==> src/shared/extirq_pkg.sv <==
// Constants, register map and carrier types of the external interrupt request logic.
// Assumes one clock, mclk, with every port synchronous to it.
package extirq_pkg;

  localparam int unsigned ADDR_W = 5;
  localparam int unsigned DATA_W = 32;
  localparam int unsigned N_EXT = 2;
  localparam int unsigned N_PINS = 4;
  localparam int unsigned CTL_W = 8;
  localparam int unsigned PRI_LSB = 0;
  localparam int unsigned PRI_W = 2;
  localparam int unsigned MODE_PRI_LSB = 4;
  localparam int unsigned MODE_ALT_LSB = 6;
  localparam int unsigned PIN_PRIMARY_BASE = 2;
  localparam int unsigned WINDOW_CLKS = 8;

  localparam logic [ADDR_W-1:0] OFF_CTL0 = 5'h00;
  localparam logic [ADDR_W-1:0] OFF_CTL1 = 5'h04;
  localparam logic [ADDR_W-1:0] OFF_STATUS = 5'h08;
  localparam logic [ADDR_W-1:0] OFF_MASK = 5'h0c;
  localparam logic [ADDR_W-1:0] OFF_PEND = 5'h10;
  localparam logic [ADDR_W-1:0] OFF_PORT_OUT = 5'h14;
  localparam logic [ADDR_W-1:0] OFF_PORT_DIR = 5'h18;
  localparam logic [ADDR_W-1:0] OFF_PIN_IN = 5'h1c;

  localparam logic [CTL_W-1:0] CTL_RESET = 8'h00;
  localparam logic [CTL_W-1:0] CTL_PIN4_TOP_BOTH = 8'h33;
  localparam logic [PRI_W-1:0] LVL_OFF = 2'h0;
  localparam logic [PRI_W-1:0] LVL_TOP = 2'h3;
  localparam logic [DATA_W-1:0] RD_ZERO = 32'h00000000;

  typedef enum logic [1:0] {
    EDGE_OFF = 2'b00,
    EDGE_FALL = 2'b01,
    EDGE_RISE = 2'b10,
    EDGE_BOTH = 2'b11
  } edge_mode_t;

  typedef enum logic [1:0] {
    SRC_EXT0 = 2'b00,
    SRC_EXT1 = 2'b01,
    SRC_OTHER = 2'b10,
    SRC_NONE = 2'b11
  } src_t;

  typedef enum logic {
    BUS_IDLE = 1'b0,
    BUS_ANSWER = 1'b1
  } bus_state_t;

  typedef struct packed {
    logic req;
    src_t src;
    logic [PRI_W-1:0] lvl;
  } int_req_t;

  typedef struct packed {
    logic armed;
    logic prev;
    logic hit;
  } edge_state_t;

  typedef struct packed {
    bus_state_t bus;
    logic waitreq;
    logic [DATA_W-1:0] rdata;
    logic [N_EXT-1:0][CTL_W-1:0] ctl;
    logic [N_EXT-1:0] latch;
    logic [N_EXT-1:0] status;
    logic [N_EXT-1:0] mask;
    logic [N_PINS-1:0] port_out;
    logic [N_PINS-1:0] port_dir;
    int_req_t req;
    logic irq;
  } dev_state_t;

endpackage

==> src/pin_edge_detect.sv <==
// Edge detector for one interrupt-capable pin.
// Assumes the pin is already synchronous to mclk.
`timescale 1ns/100ps
module pin_edge_detect (
  input wire logic mclk,
  input wire logic rstn,
  input wire logic pin,
  input wire logic [1:0] mode,
  output logic hit
);

  extirq_pkg::edge_state_t st_ff;
  extirq_pkg::edge_state_t nxt_st;
  extirq_pkg::edge_mode_t sel;

  always_comb begin
    sel = extirq_pkg::edge_mode_t'(mode);
    nxt_st = st_ff;
    nxt_st.prev = pin;
    nxt_st.armed = 1'b1;
    // First sample after reset only arms, so a pin high at reset is no edge
    nxt_st.hit = st_ff.armed & (
      ((sel == extirq_pkg::EDGE_RISE || sel == extirq_pkg::EDGE_BOTH) & pin & ~st_ff.prev) |
      ((sel == extirq_pkg::EDGE_FALL || sel == extirq_pkg::EDGE_BOTH) & ~pin & st_ff.prev));
  end

  always_ff @(posedge mclk or negedge rstn) begin
    if (!rstn) begin
      st_ff <= '0;
    end else begin
      st_ff <= nxt_st;
    end
  end

  assign hit = st_ff.hit;

  chk_edge_polarity: assert property (@(posedge mclk) disable iff (!rstn)
    (st_ff.armed && pin && !st_ff.prev && sel == extirq_pkg::EDGE_FALL) |=> !st_ff.hit)
    else $error("rising edge hit a falling-only detector");

  chk_edge_rise: assert property (@(posedge mclk) disable iff (!rstn)
    (st_ff.armed && pin && !st_ff.prev && sel == extirq_pkg::EDGE_RISE) |=> st_ff.hit)
    else $error("rising edge missed by rising detector");

endmodule

==> src/ext_irq_logic.sv <==
// External interrupt request logic: edge detectors, request latches, arbitration, registers.
// Assumes an Avalon-MM master, synchronous pins and a processor that pulses take_pulse.
`timescale 1ns/100ps
module ext_irq_logic (
  input wire logic mclk,
  input wire logic rstn,
  input wire logic [extirq_pkg::ADDR_W-1:0] avs_address,
  input wire logic avs_read,
  input wire logic avs_write,
  input wire logic [extirq_pkg::DATA_W-1:0] avs_writedata,
  input wire logic [3:0] avs_byteenable,
  output logic [extirq_pkg::DATA_W-1:0] avs_readdata,
  output logic avs_waitrequest,
  input wire logic [extirq_pkg::N_PINS-1:0] pin_in,
  output logic [extirq_pkg::N_PINS-1:0] pin_out,
  output logic [extirq_pkg::N_PINS-1:0] pin_oe,
  input wire logic other_req,
  input wire logic [extirq_pkg::PRI_W-1:0] other_lvl,
  input wire logic take_pulse,
  input wire extirq_pkg::src_t take_src,
  output extirq_pkg::int_req_t int_out,
  output logic irq
);

  extirq_pkg::dev_state_t st_ff;
  extirq_pkg::dev_state_t nxt_st;
  logic [extirq_pkg::N_PINS-1:0] hit;
  logic [extirq_pkg::N_EXT-1:0] set_ev;
  logic [extirq_pkg::N_EXT-1:0] clr_ev;
  logic [extirq_pkg::N_EXT-1:0] w1c;
  logic wr_now;
  logic [extirq_pkg::PRI_W-1:0] lvl0;
  logic [extirq_pkg::PRI_W-1:0] lvl1;
  logic [extirq_pkg::PRI_W-1:0] lvlo;

  function automatic logic [extirq_pkg::PRI_W-1:0] pri_of(
    input logic [extirq_pkg::CTL_W-1:0] c
  );
    return c[extirq_pkg::PRI_LSB +: extirq_pkg::PRI_W];
  endfunction

  function automatic extirq_pkg::src_t src_of(input int k);
    return (k == 0) ? extirq_pkg::SRC_EXT0 : extirq_pkg::SRC_EXT1;
  endfunction

  // Each request owns one primary pin (four or five) and one alternate pin
  for (genvar k = 0; k < extirq_pkg::N_EXT; k++) begin : g_ext
    pin_edge_detect u_primary (
      .mclk(mclk),
      .rstn(rstn),
      .pin(pin_in[k + extirq_pkg::PIN_PRIMARY_BASE]),
      .mode(st_ff.ctl[k][extirq_pkg::MODE_PRI_LSB +: 2]),
      .hit(hit[k + extirq_pkg::PIN_PRIMARY_BASE])
    );
    pin_edge_detect u_alternate (
      .mclk(mclk),
      .rstn(rstn),
      .pin(pin_in[k]),
      .mode(st_ff.ctl[k][extirq_pkg::MODE_ALT_LSB +: 2]),
      .hit(hit[k])
    );

    // Only this request's own pins set it; no cross term
    assign set_ev[k] = hit[k] | hit[k + extirq_pkg::PIN_PRIMARY_BASE];
    assign clr_ev[k] = take_pulse && (take_src == src_of(k));

    chk_latch_sets: assert property (@(posedge mclk) disable iff (!rstn)
      set_ev[k] |=> st_ff.latch[k])
      else $error("qualified edge did not set its latch");

    chk_take_clears: assert property (@(posedge mclk) disable iff (!rstn)
      (clr_ev[k] && !set_ev[k]) |=> !st_ff.latch[k])
      else $error("taken request left its latch set");

    chk_other_keeps: assert property (@(posedge mclk) disable iff (!rstn)
      (st_ff.latch[k] && take_pulse && take_src != src_of(k)) |=> st_ff.latch[k])
      else $error("latch lost on another source being taken");

    chk_set_wins: assert property (@(posedge mclk) disable iff (!rstn)
      (set_ev[k] && clr_ev[k]) |=> st_ff.latch[k])
      else $error("edge lost against take clear");

    chk_no_phantom: assert property (@(posedge mclk) disable iff (!rstn)
      $rose(st_ff.latch[k]) |-> $past(set_ev[k]))
      else $error("latch rose without its own edge");

    chk_hold_window: assert property (@(posedge mclk) disable iff (!rstn)
      (set_ev[k] && !clr_ev[k]) ##1 (!clr_ev[k] [*7]) |=> st_ff.latch[k])
      else $error("latch dropped inside the edge window");
  end

  assign wr_now = (st_ff.bus == extirq_pkg::BUS_ANSWER) && avs_write && avs_byteenable[0];
  assign w1c = wr_now && (avs_address == extirq_pkg::OFF_STATUS) ?
    avs_writedata[extirq_pkg::N_EXT-1:0] : '0;

  always_comb begin
    nxt_st = st_ff;
    lvl0 = extirq_pkg::LVL_OFF;
    lvl1 = extirq_pkg::LVL_OFF;
    lvlo = extirq_pkg::LVL_OFF;

    // Bus: one wait cycle, then the answer; writes land on the answer edge
    case (st_ff.bus)
      extirq_pkg::BUS_IDLE: begin
        if (avs_read || avs_write) begin
          nxt_st.bus = extirq_pkg::BUS_ANSWER;
          if (avs_address == extirq_pkg::OFF_CTL0) begin
            nxt_st.rdata = {24'h000000, st_ff.ctl[0]};
          end else if (avs_address == extirq_pkg::OFF_CTL1) begin
            nxt_st.rdata = {24'h000000, st_ff.ctl[1]};
          end else if (avs_address == extirq_pkg::OFF_STATUS) begin
            nxt_st.rdata = {30'h00000000, st_ff.status};
          end else if (avs_address == extirq_pkg::OFF_MASK) begin
            nxt_st.rdata = {30'h00000000, st_ff.mask};
          end else if (avs_address == extirq_pkg::OFF_PEND) begin
            nxt_st.rdata = {24'h000000, st_ff.req.lvl, st_ff.req.src, st_ff.req.req,
                            1'b0, st_ff.latch};
          end else if (avs_address == extirq_pkg::OFF_PORT_OUT) begin
            nxt_st.rdata = {28'h0000000, st_ff.port_out};
          end else if (avs_address == extirq_pkg::OFF_PORT_DIR) begin
            nxt_st.rdata = {28'h0000000, st_ff.port_dir};
          end else if (avs_address == extirq_pkg::OFF_PIN_IN) begin
            nxt_st.rdata = {28'h0000000, pin_in};
          end else begin
            nxt_st.rdata = extirq_pkg::RD_ZERO;
          end
        end
      end
      extirq_pkg::BUS_ANSWER: begin
        nxt_st.bus = extirq_pkg::BUS_IDLE;
        if (wr_now) begin
          if (avs_address == extirq_pkg::OFF_CTL0) begin
            nxt_st.ctl[0] = avs_writedata[extirq_pkg::CTL_W-1:0];
          end else if (avs_address == extirq_pkg::OFF_CTL1) begin
            nxt_st.ctl[1] = avs_writedata[extirq_pkg::CTL_W-1:0];
          end else if (avs_address == extirq_pkg::OFF_MASK) begin
            nxt_st.mask = avs_writedata[extirq_pkg::N_EXT-1:0];
          end else if (avs_address == extirq_pkg::OFF_PORT_OUT) begin
            nxt_st.port_out = avs_writedata[extirq_pkg::N_PINS-1:0];
          end else if (avs_address == extirq_pkg::OFF_PORT_DIR) begin
            nxt_st.port_dir = avs_writedata[extirq_pkg::N_PINS-1:0];
          end
        end
      end
      default: begin
        nxt_st.bus = extirq_pkg::BUS_IDLE;
      end
    endcase
    nxt_st.waitreq = (nxt_st.bus != extirq_pkg::BUS_ANSWER);

    // Latch: set beats clear; only a take of this very source clears it
    nxt_st.latch = set_ev | (st_ff.latch & ~clr_ev);
    nxt_st.status = set_ev | (st_ff.status & ~w1c);
    nxt_st.irq = |(nxt_st.status & nxt_st.mask);

    // Arbitrate on next latch values so a taken request drops at once
    if (nxt_st.latch[0]) begin
      lvl0 = pri_of(nxt_st.ctl[0]);
    end
    if (nxt_st.latch[1]) begin
      lvl1 = pri_of(nxt_st.ctl[1]);
    end
    if (other_req) begin
      lvlo = other_lvl;
    end
    nxt_st.req.req = 1'b1;
    if (lvl1 != extirq_pkg::LVL_OFF && lvl1 >= lvl0 && lvl1 >= lvlo) begin
      nxt_st.req.src = extirq_pkg::SRC_EXT1;
      nxt_st.req.lvl = lvl1;
    end else if (lvl0 != extirq_pkg::LVL_OFF && lvl0 >= lvlo) begin
      nxt_st.req.src = extirq_pkg::SRC_EXT0;
      nxt_st.req.lvl = lvl0;
    end else if (lvlo != extirq_pkg::LVL_OFF) begin
      nxt_st.req.src = extirq_pkg::SRC_OTHER;
      nxt_st.req.lvl = lvlo;
    end else begin
      nxt_st.req.req = 1'b0;
      nxt_st.req.src = extirq_pkg::SRC_NONE;
      nxt_st.req.lvl = extirq_pkg::LVL_OFF;
    end
  end

  always_ff @(posedge mclk or negedge rstn) begin
    if (!rstn) begin
      st_ff.bus <= extirq_pkg::BUS_IDLE;
      st_ff.waitreq <= 1'b1;
      st_ff.rdata <= extirq_pkg::RD_ZERO;
      st_ff.ctl <= {extirq_pkg::N_EXT{extirq_pkg::CTL_RESET}};
      st_ff.latch <= '0;
      st_ff.status <= '0;
      st_ff.mask <= '0;
      st_ff.port_out <= '0;
      st_ff.port_dir <= '0;
      st_ff.req <= {1'b0, extirq_pkg::SRC_NONE, extirq_pkg::LVL_OFF};
      st_ff.irq <= 1'b0;
    end else begin
      st_ff <= nxt_st;
    end
  end

  assign avs_readdata = st_ff.rdata;
  assign avs_waitrequest = st_ff.waitreq;
  assign pin_out = st_ff.port_out;
  assign pin_oe = st_ff.port_dir;
  assign int_out = st_ff.req;
  assign irq = st_ff.irq;

  chk_tie_order: assert property (@(posedge mclk) disable iff (!rstn)
    (st_ff.latch == 2'b11 && pri_of(st_ff.ctl[0]) == extirq_pkg::LVL_TOP &&
     pri_of(st_ff.ctl[1]) == extirq_pkg::LVL_TOP) |-> st_ff.req.src == extirq_pkg::SRC_EXT1)
    else $error("equal level tie not won by external one");

  chk_level_taken: assert property (@(posedge mclk) disable iff (!rstn)
    (st_ff.req.src == extirq_pkg::SRC_EXT0) |->
      (st_ff.req.req && st_ff.latch[0] && st_ff.req.lvl == pri_of(st_ff.ctl[0])))
    else $error("external zero presented at wrong level");

  chk_code_33: assert property (@(posedge mclk) disable iff (!rstn)
    (st_ff.ctl[0] == extirq_pkg::CTL_PIN4_TOP_BOTH) |->
      (pri_of(st_ff.ctl[0]) == extirq_pkg::LVL_TOP &&
       st_ff.ctl[0][extirq_pkg::MODE_PRI_LSB +: 2] == extirq_pkg::EDGE_BOTH))
    else $error("code 33 hex not decoded as pin four, level three, both edges");

  chk_wait_answer: assert property (@(posedge mclk) disable iff (!rstn)
    (avs_read && avs_waitrequest) |=> !avs_waitrequest)
    else $error("read not answered after one wait cycle");

  chk_irq_gate: assert property (@(posedge mclk) disable iff (!rstn)
    irq |-> |(st_ff.status & st_ff.mask))
    else $error("interrupt high with no unmasked status bit");

endmodule

==> config.mk <==
export PLATFORM = sky130hd
export DESIGN_NAME = ext_irq_logic
export DESIGN_NICKNAME = d
export VERILOG_FILES = /design/src/shared/extirq_pkg.sv /design/src/pin_edge_detect.sv /design/src/ext_irq_logic.sv
export SDC_FILE = /design/constraint.sdc
export NUM_CORES = 1
export LEC_CHECK = 0
export ABC_AREA = 0
export BUFFER_PORTS_ARGS = -buffer_cell sky130_fd_sc_hd__buf_2
export CAP_MARGIN = 20
export CORE_ASPECT_RATIO = 1.1
export CORE_MARGIN = 5
export CORE_UTILIZATION = 46
export DETAILED_ROUTE_END_ITERATION = 12
export PLACE_DENSITY = 0.77
export SLEW_MARGIN = 0
export SYNTH_ARGS = -nofsm -noshare
export SYNTH_HDL_FRONTEND = slang
export SYNTH_SLANG_ARGS = --single-unit
==> constraint.sdc <==
create_clock -name mclk -period 2.4 [get_ports mclk]
set_input_delay 0.6 -clock mclk [delete_from_list [all_inputs] [get_ports mclk]]
set_output_delay 0.6 -clock mclk [all_outputs]
set_load 0.03 [all_outputs]
* Word-level counts from Yosys, hierarchy flattened *
Index checks and enable logic that the tools add are counted.
Widths: inputs -> output; s select.

cells by class
  muxes and demuxes = 34
  eq/ne operators = 20
  bitwise operators = 47
  magnitude comparators = 3
  reductions and logical operators = 28

operator list
  cell                count
  $mux 32             7
  $mux 10             6
  $mux 4              6
  $and 1x1->1         20
  $eq 5x5->1 const B  4
  $eq 2x2->1 const B  8
  $mux 8              2
  $mux 2              7
  $not 1->1           14
  $eq 2x1->1 const B  5
  $eq 5x4->1 const B  2
  $logic_or 1x1->1    9
  $logic_and 1x1->1   8
  $reduce_and 7->1    1
  $and 2x2->2         3
  $ge 2x2->1          3
  $or 1x1->1          6
  $reduce_and 6->1    1
  $reduce_bool 2->1   3
  $eq 5x3->1 const B  1
  $logic_not 5->1     1
  $mux 1              4
  $not 2->2           2
  $or 2x2->2          2
  7 further kinds     7

storage, ports and cells
  register bits = 79
  logic and storage cells = 157
  output and inout port bits = 47

* Depth between registers and ports, before layout *
  depth after elaboration = 10
  mapped depth = 12

* By module *
Synthesis repeated with hierarchy kept, for this count alone.

second synthesis, totals
  cells, all modules = 286
  area total of the unflattened synthesis = 3118.0 um^2

by module, submodules not included
  module           cells an instance  instances  area an instance (um^2)  seq. area each (um^2)
  ext_irq_logic    258                1          2717.6                   1154.9
  pin_edge_detect  7                  4          100.1                    75.1

* Worst setup path before layout *
Ideal clock, no wire load.

  path type = input port to flip-flop
  start point = input port avs_address[3] in the netlist's numbering
  end point = register st_ff, in the netlist int_out[0]
  slack = -259 ps
  data required time = 2279 ps
  arrival time = 2538 ps
  buffers on the path = 0
  library setup time = 121 ps
  stages on the path = 10
  path through = or2_2 -> o31ai_4 -> and2_1 -> nor2_1 -> ha_1 -> nand2b_1 -> a21oi_1 -> nor3_1 -> nand2b_1 -> a22o_1

RTL lines
  item                  line                  source
  start, declared       ext_irq_logic.sv:7    input wire logic [extirq_pkg::ADDR_W-1:0] avs_address,
  end signal, assigned  ext_irq_logic.sv:197  st_ff <= nxt_st;
  end, declared         ext_irq_logic.sv:25   extirq_pkg::dev_state_t st_ff;

==> results by stage <==
Outcome:
- The checks that failed: setup timing.
- The flow ran to the end, but the final reports show violations.

Worst setup path:
- The critical path class is in -> reg.
- The type of element launching the critical path is an input port.
- The maximum single-stage delay on the critical path is approximately 0.42 ns.
- At the worst endpoint, the arrival time is between 2 and 3 ns.
- The family with the most delay on the worst path is compound AO/OA/AOI/OAI gates.
- The critical path goes through buf_8, or3_4, o31ai_4, and2_4, nor2_4, inv_2, ha_4, nand2b_4, a21oi_4, a211oi_4, o21bai_1, a22o_1.
- STA classifies the critical path endpoint as a flip-flop.
- The data required time at the worst endpoint is 2.60 ns.
- The worst path buffer plus inverter count is 2.
- The worst-path maximum fanout is 4.
- For this design, the slowest cell found on the critical path is sky130_fd_sc_hd__or3_4.

Flow run:
- Max-cap violations in this run came to 0.

Placed design:
- Input and output buffers added on the ports amount to 50.
- The detailed-placement wirelength estimate is 5410 um.
- Once placement finished, the instance area stood at between 3000 and 4000 sq um.
- The placer's final routability congestion estimate is roughly 0.93.

STA:
- The number of hold violations in the final report is 0.
- Between clock sinks in the finished design, the worst skew comes to 0.00494 ns.
- The smallest clock period supported by the final layout is computed as about 2.5 ns.
- Once routing completed, OpenROAD measured the worst setup slack at -0.0536 ns.
- The number of max-slew violations in the final report is 0.
- Setup repair after global routing could not meet its margin everywhere.
- The peak clock frequency supported by timing is just over 400 MHz.
- Setup violations remaining at the end of the flow were counted as 5.
- The period utilization is 102%.

Route:
- The routed layout has around 2,200 vias.
- The number of DRC markers after the initial detailed-route iteration is around 170.
- The mean number of vias per cell is 5.14.
- In the routed design, unresolved DRC markers number 0.
- The first TritonRoute pass finished after 4 iterations.
- The total detailed-routing wirelength is 6960 um.
- The average wire length per cell after detail routing is 16.3 um.
- In this run the remaining antenna-violating nets after routing total 0.

Cells and area:
- The number of antenna cells inserted is 0.
- Of the cells placed in the final design, the portion with a size suffix greater than 1 is about 44%.
- The area of all placed cells without fillers is 3650 sq um.
- For this run, the post-layout net count is approximately 400.
- Relative to the synthesized area, the layout overhead comes to 20.2%.

Yosys:
- The number of enable flip-flop cells after synthesis is 0.
- The predominant post-synthesis flop cell is sky130_fd_sc_hd__dfrtp_1.
- In this run the cell area of the synthesized design comes to roughly 3000 sq um.
- The flip-flop and latch count after synthesis is 55.
- The mean area per synthesized cell is roughly 11 sq um.
- Yosys mapped the design onto 43 distinct sky130hd cell types.
- During synthesis, Yosys emitted a total of 0 warnings.
- In the synthesized netlist the async set-or-reset flop fraction comes to 100%.
- The register area share after synthesis is a little under half.
- The number of instances in the synthesized netlist is roughly 280.

Clocking:
- The root buffer cell chosen for the clock tree is sky130_fd_sc_hd__clkbuf_8.
- CTS built an H-tree with a depth of 2.
- TritonCTS built the clock tree.
- The TritonCTS buffer count is 5.
- The CTS sink count is 55.
- Clock-pin slew was measured on the worst setup and hold paths at ~0.09 ns.
- The maximum clock path buffer count is 2.
- The clock reaches the later pin of the worst-skew pair after about 0.3 ns.

Die:
- The core outline area is around 6500 sq um.
- The total I/O pin count is between 100 and 150.
- The floorplan step set the die width to between 80 and 90 um.
- The area enclosed by the die boundary is around 8300 sq um.
- The floorplan step set the die height to ~95 um.
- The initial core utilization is a little under half.
- The floorplan row count is 31.

Global routing:
- The first global-routing pass estimated about 11,000 um of wire.
- Entering global routing, the biggest net connects 23 pins.
- Global routing used around 17% of the available tracks across all layers.
- The number of global-route vias before repair was around 2,200.
- The number of antenna violations at the first check in global routing came to 0.
- The remaining global-route overflow is 0.

Pwr:
- The standby leakage power is between 1.5 and 2 nW.
- The worst-case IR drop observed on VDD is ~0.00034 V.
- Power spread over the standard cell area amounts to 628 nW/um^2.
- The total design power is around 2.3 mW.

Worst hold path:
- The min-delay analysis places its worst path in the category in -> async.
==> through the flow <==
stage	instances	TNS (ns)	worst slack [ns]	hold WS (ns)	util, %
after detailed placement	414	-1.75	-0.368	0.461	52.1
final	427	-0.200	-0.0536	0.243	56.0
after global routing	427	-0.631	-0.162	0.269	56.0
after CTS	423	-0.0605	-0.0314	0.246	54.2
after global placement	414	-1.68	-0.355	0.461	52.1
after floorplan	300	-0.473	-0.135	0.304	-
==> flip-flops by register name, summed over array words and instances (netlist names) <==
signal / flops
avs_waitrequest: 1
g_ext.u_primary.st_ff: 2
pin_out: 4
st_ff: 23
int_out: 5
g_ext.u_primary.hit: 2
g_ext.u_alternate.hit: 2
g_ext.u_alternate.st_ff: 3
irq: 1
pin_oe: 4
avs_readdata: 8
==> report_power, final <==
group | internal (mW) | total [mW] | switching, mW | leakage (nW)
registers | 1.02 | 1.09 | 0.0705 | 0.723
clock network | 0.338 | 0.632 | 0.294 | 0.0612
logic | 0.240 | 0.569 | 0.330 | 1.03
==> routing by layer <==
metal	routed length, um	GRT usage, %
met2	3280	27.4
met3	473	3.20
met4	220	6.78
met5	0	0
met1	2990	23.5
==> layout by cell type, fill, tap and decap left out, types with 5 or more instances in the layout <==
| cell | synthesis | layout |
|---|---|---|
| sky130_fd_sc_hd__buf_2 | 2 | 48 |
| sky130_fd_sc_hd__nand2_1 | 21 | 20 |
| sky130_fd_sc_hd__a21oi_1 | 9 | 6 |
| sky130_fd_sc_hd__conb_1 | 2 | 25 |
| sky130_fd_sc_hd__ha_1 | 6 | 5 |
| sky130_fd_sc_hd__a22oi_1 | 6 | 6 |
| sky130_fd_sc_hd__dfrtp_1 | 52 | 52 |
| sky130_fd_sc_hd__nor2_1 | 14 | 12 |
| sky130_fd_sc_hd__o21ai_0 | 12 | 12 |
| sky130_fd_sc_hd__inv_1 | 11 | 10 |
| sky130_fd_sc_hd__mux2_2 | 18 | 18 |
| sky130_fd_sc_hd__and2_1 | 6 | 5 |
| sky130_fd_sc_hd__buf_4 | 46 | 38 |
| sky130_fd_sc_hd__nand3b_1 | 5 | 5 |
| sky130_fd_sc_hd__mux2_1 | 6 | 6 |
| sky130_fd_sc_hd__clkbuf_8 | 0 | 6 |
==> cell usage after synthesis, drive strengths merged, types with 2 or more instances <==
master	count	share of area, %
dfrtp	52	43
buf	48	12
mux2	24	8.9
nand2	21	2.6
nor2	15	2.1
o21ai	12	2.0
inv	11	1.4
a21oi	9	1.5
a22oi	6	1.5
and2	6	1.2
ha	6	2.5
a211oi	5	2.1
mux2i	5	1.6
nand2b	5	1.0
nand3b	5	1.2
a22o	4	1.2
mux4	4	3.0
nand4	4	0.82
nor3	4	0.99
clkbuf	3	0.37
dfstp	3	2.6
nand3	3	0.66
nor2b	3	0.62
a211o	2	0.58
and3	2	0.41
conb	2	0.25
o21bai	2	0.49
o31ai	2	1.4
or2	2	0.41
or3	2	0.58
==> repair_timing <==
action	CTS	global route
hold buffers	0	0
gates resized for setup	4	19
pin swaps	2	15
endpoints found under the hold margin	0	0
setup buffers	1	4
cloned	0	0
endpoints found under the setup margin	5	5
==> worst paths after layout <==
| kind | startpoint | endpoint | slack [ns] | depth (start not counted) |
|---|---|---|---|---|
| max in group asynchronous | rstn | st_ff[14] | 1.52 | 2 |
| setup reg to reg | st_ff[69] | int_out[0] | 0.09 | 12 |
| hold / removal | rstn | st_ff[28] | 0.24 | 1 |
| setup / recovery | avs_address[4] | int_out[0] | -0.05 | 12 |
| min in group mclk | pin_in[3] | g_ext[1].u_primary.st_ff[1] | 0.45 | 1 |
| hold reg to reg | avs_readdata[5] | avs_readdata[5] | 0.48 | 2 |
==> kinds of logic after synthesis <==
kind of cell / share of synthesized area (%)
buffers and inverters: 13.4
adder cells (fa/ha/maj): 2.47
AND/OR/NAND/NOR: 13.3
AO/OA/AOI/OAI: 11.6
multiplexers: 13.5
other: 0.247
flip-flops: 45.4
==> cell type report <==
class,instances,area (sq um)
clock buffers,6,82.6
inverters,11,41.3
fillers,557,2870
repair buffers,88,552
well taps,82,103
clock inverters,2,35.0
multi-input cells,183,1460
flip-flops and latches,55,1380
Power figures use the tool's default switching activity.
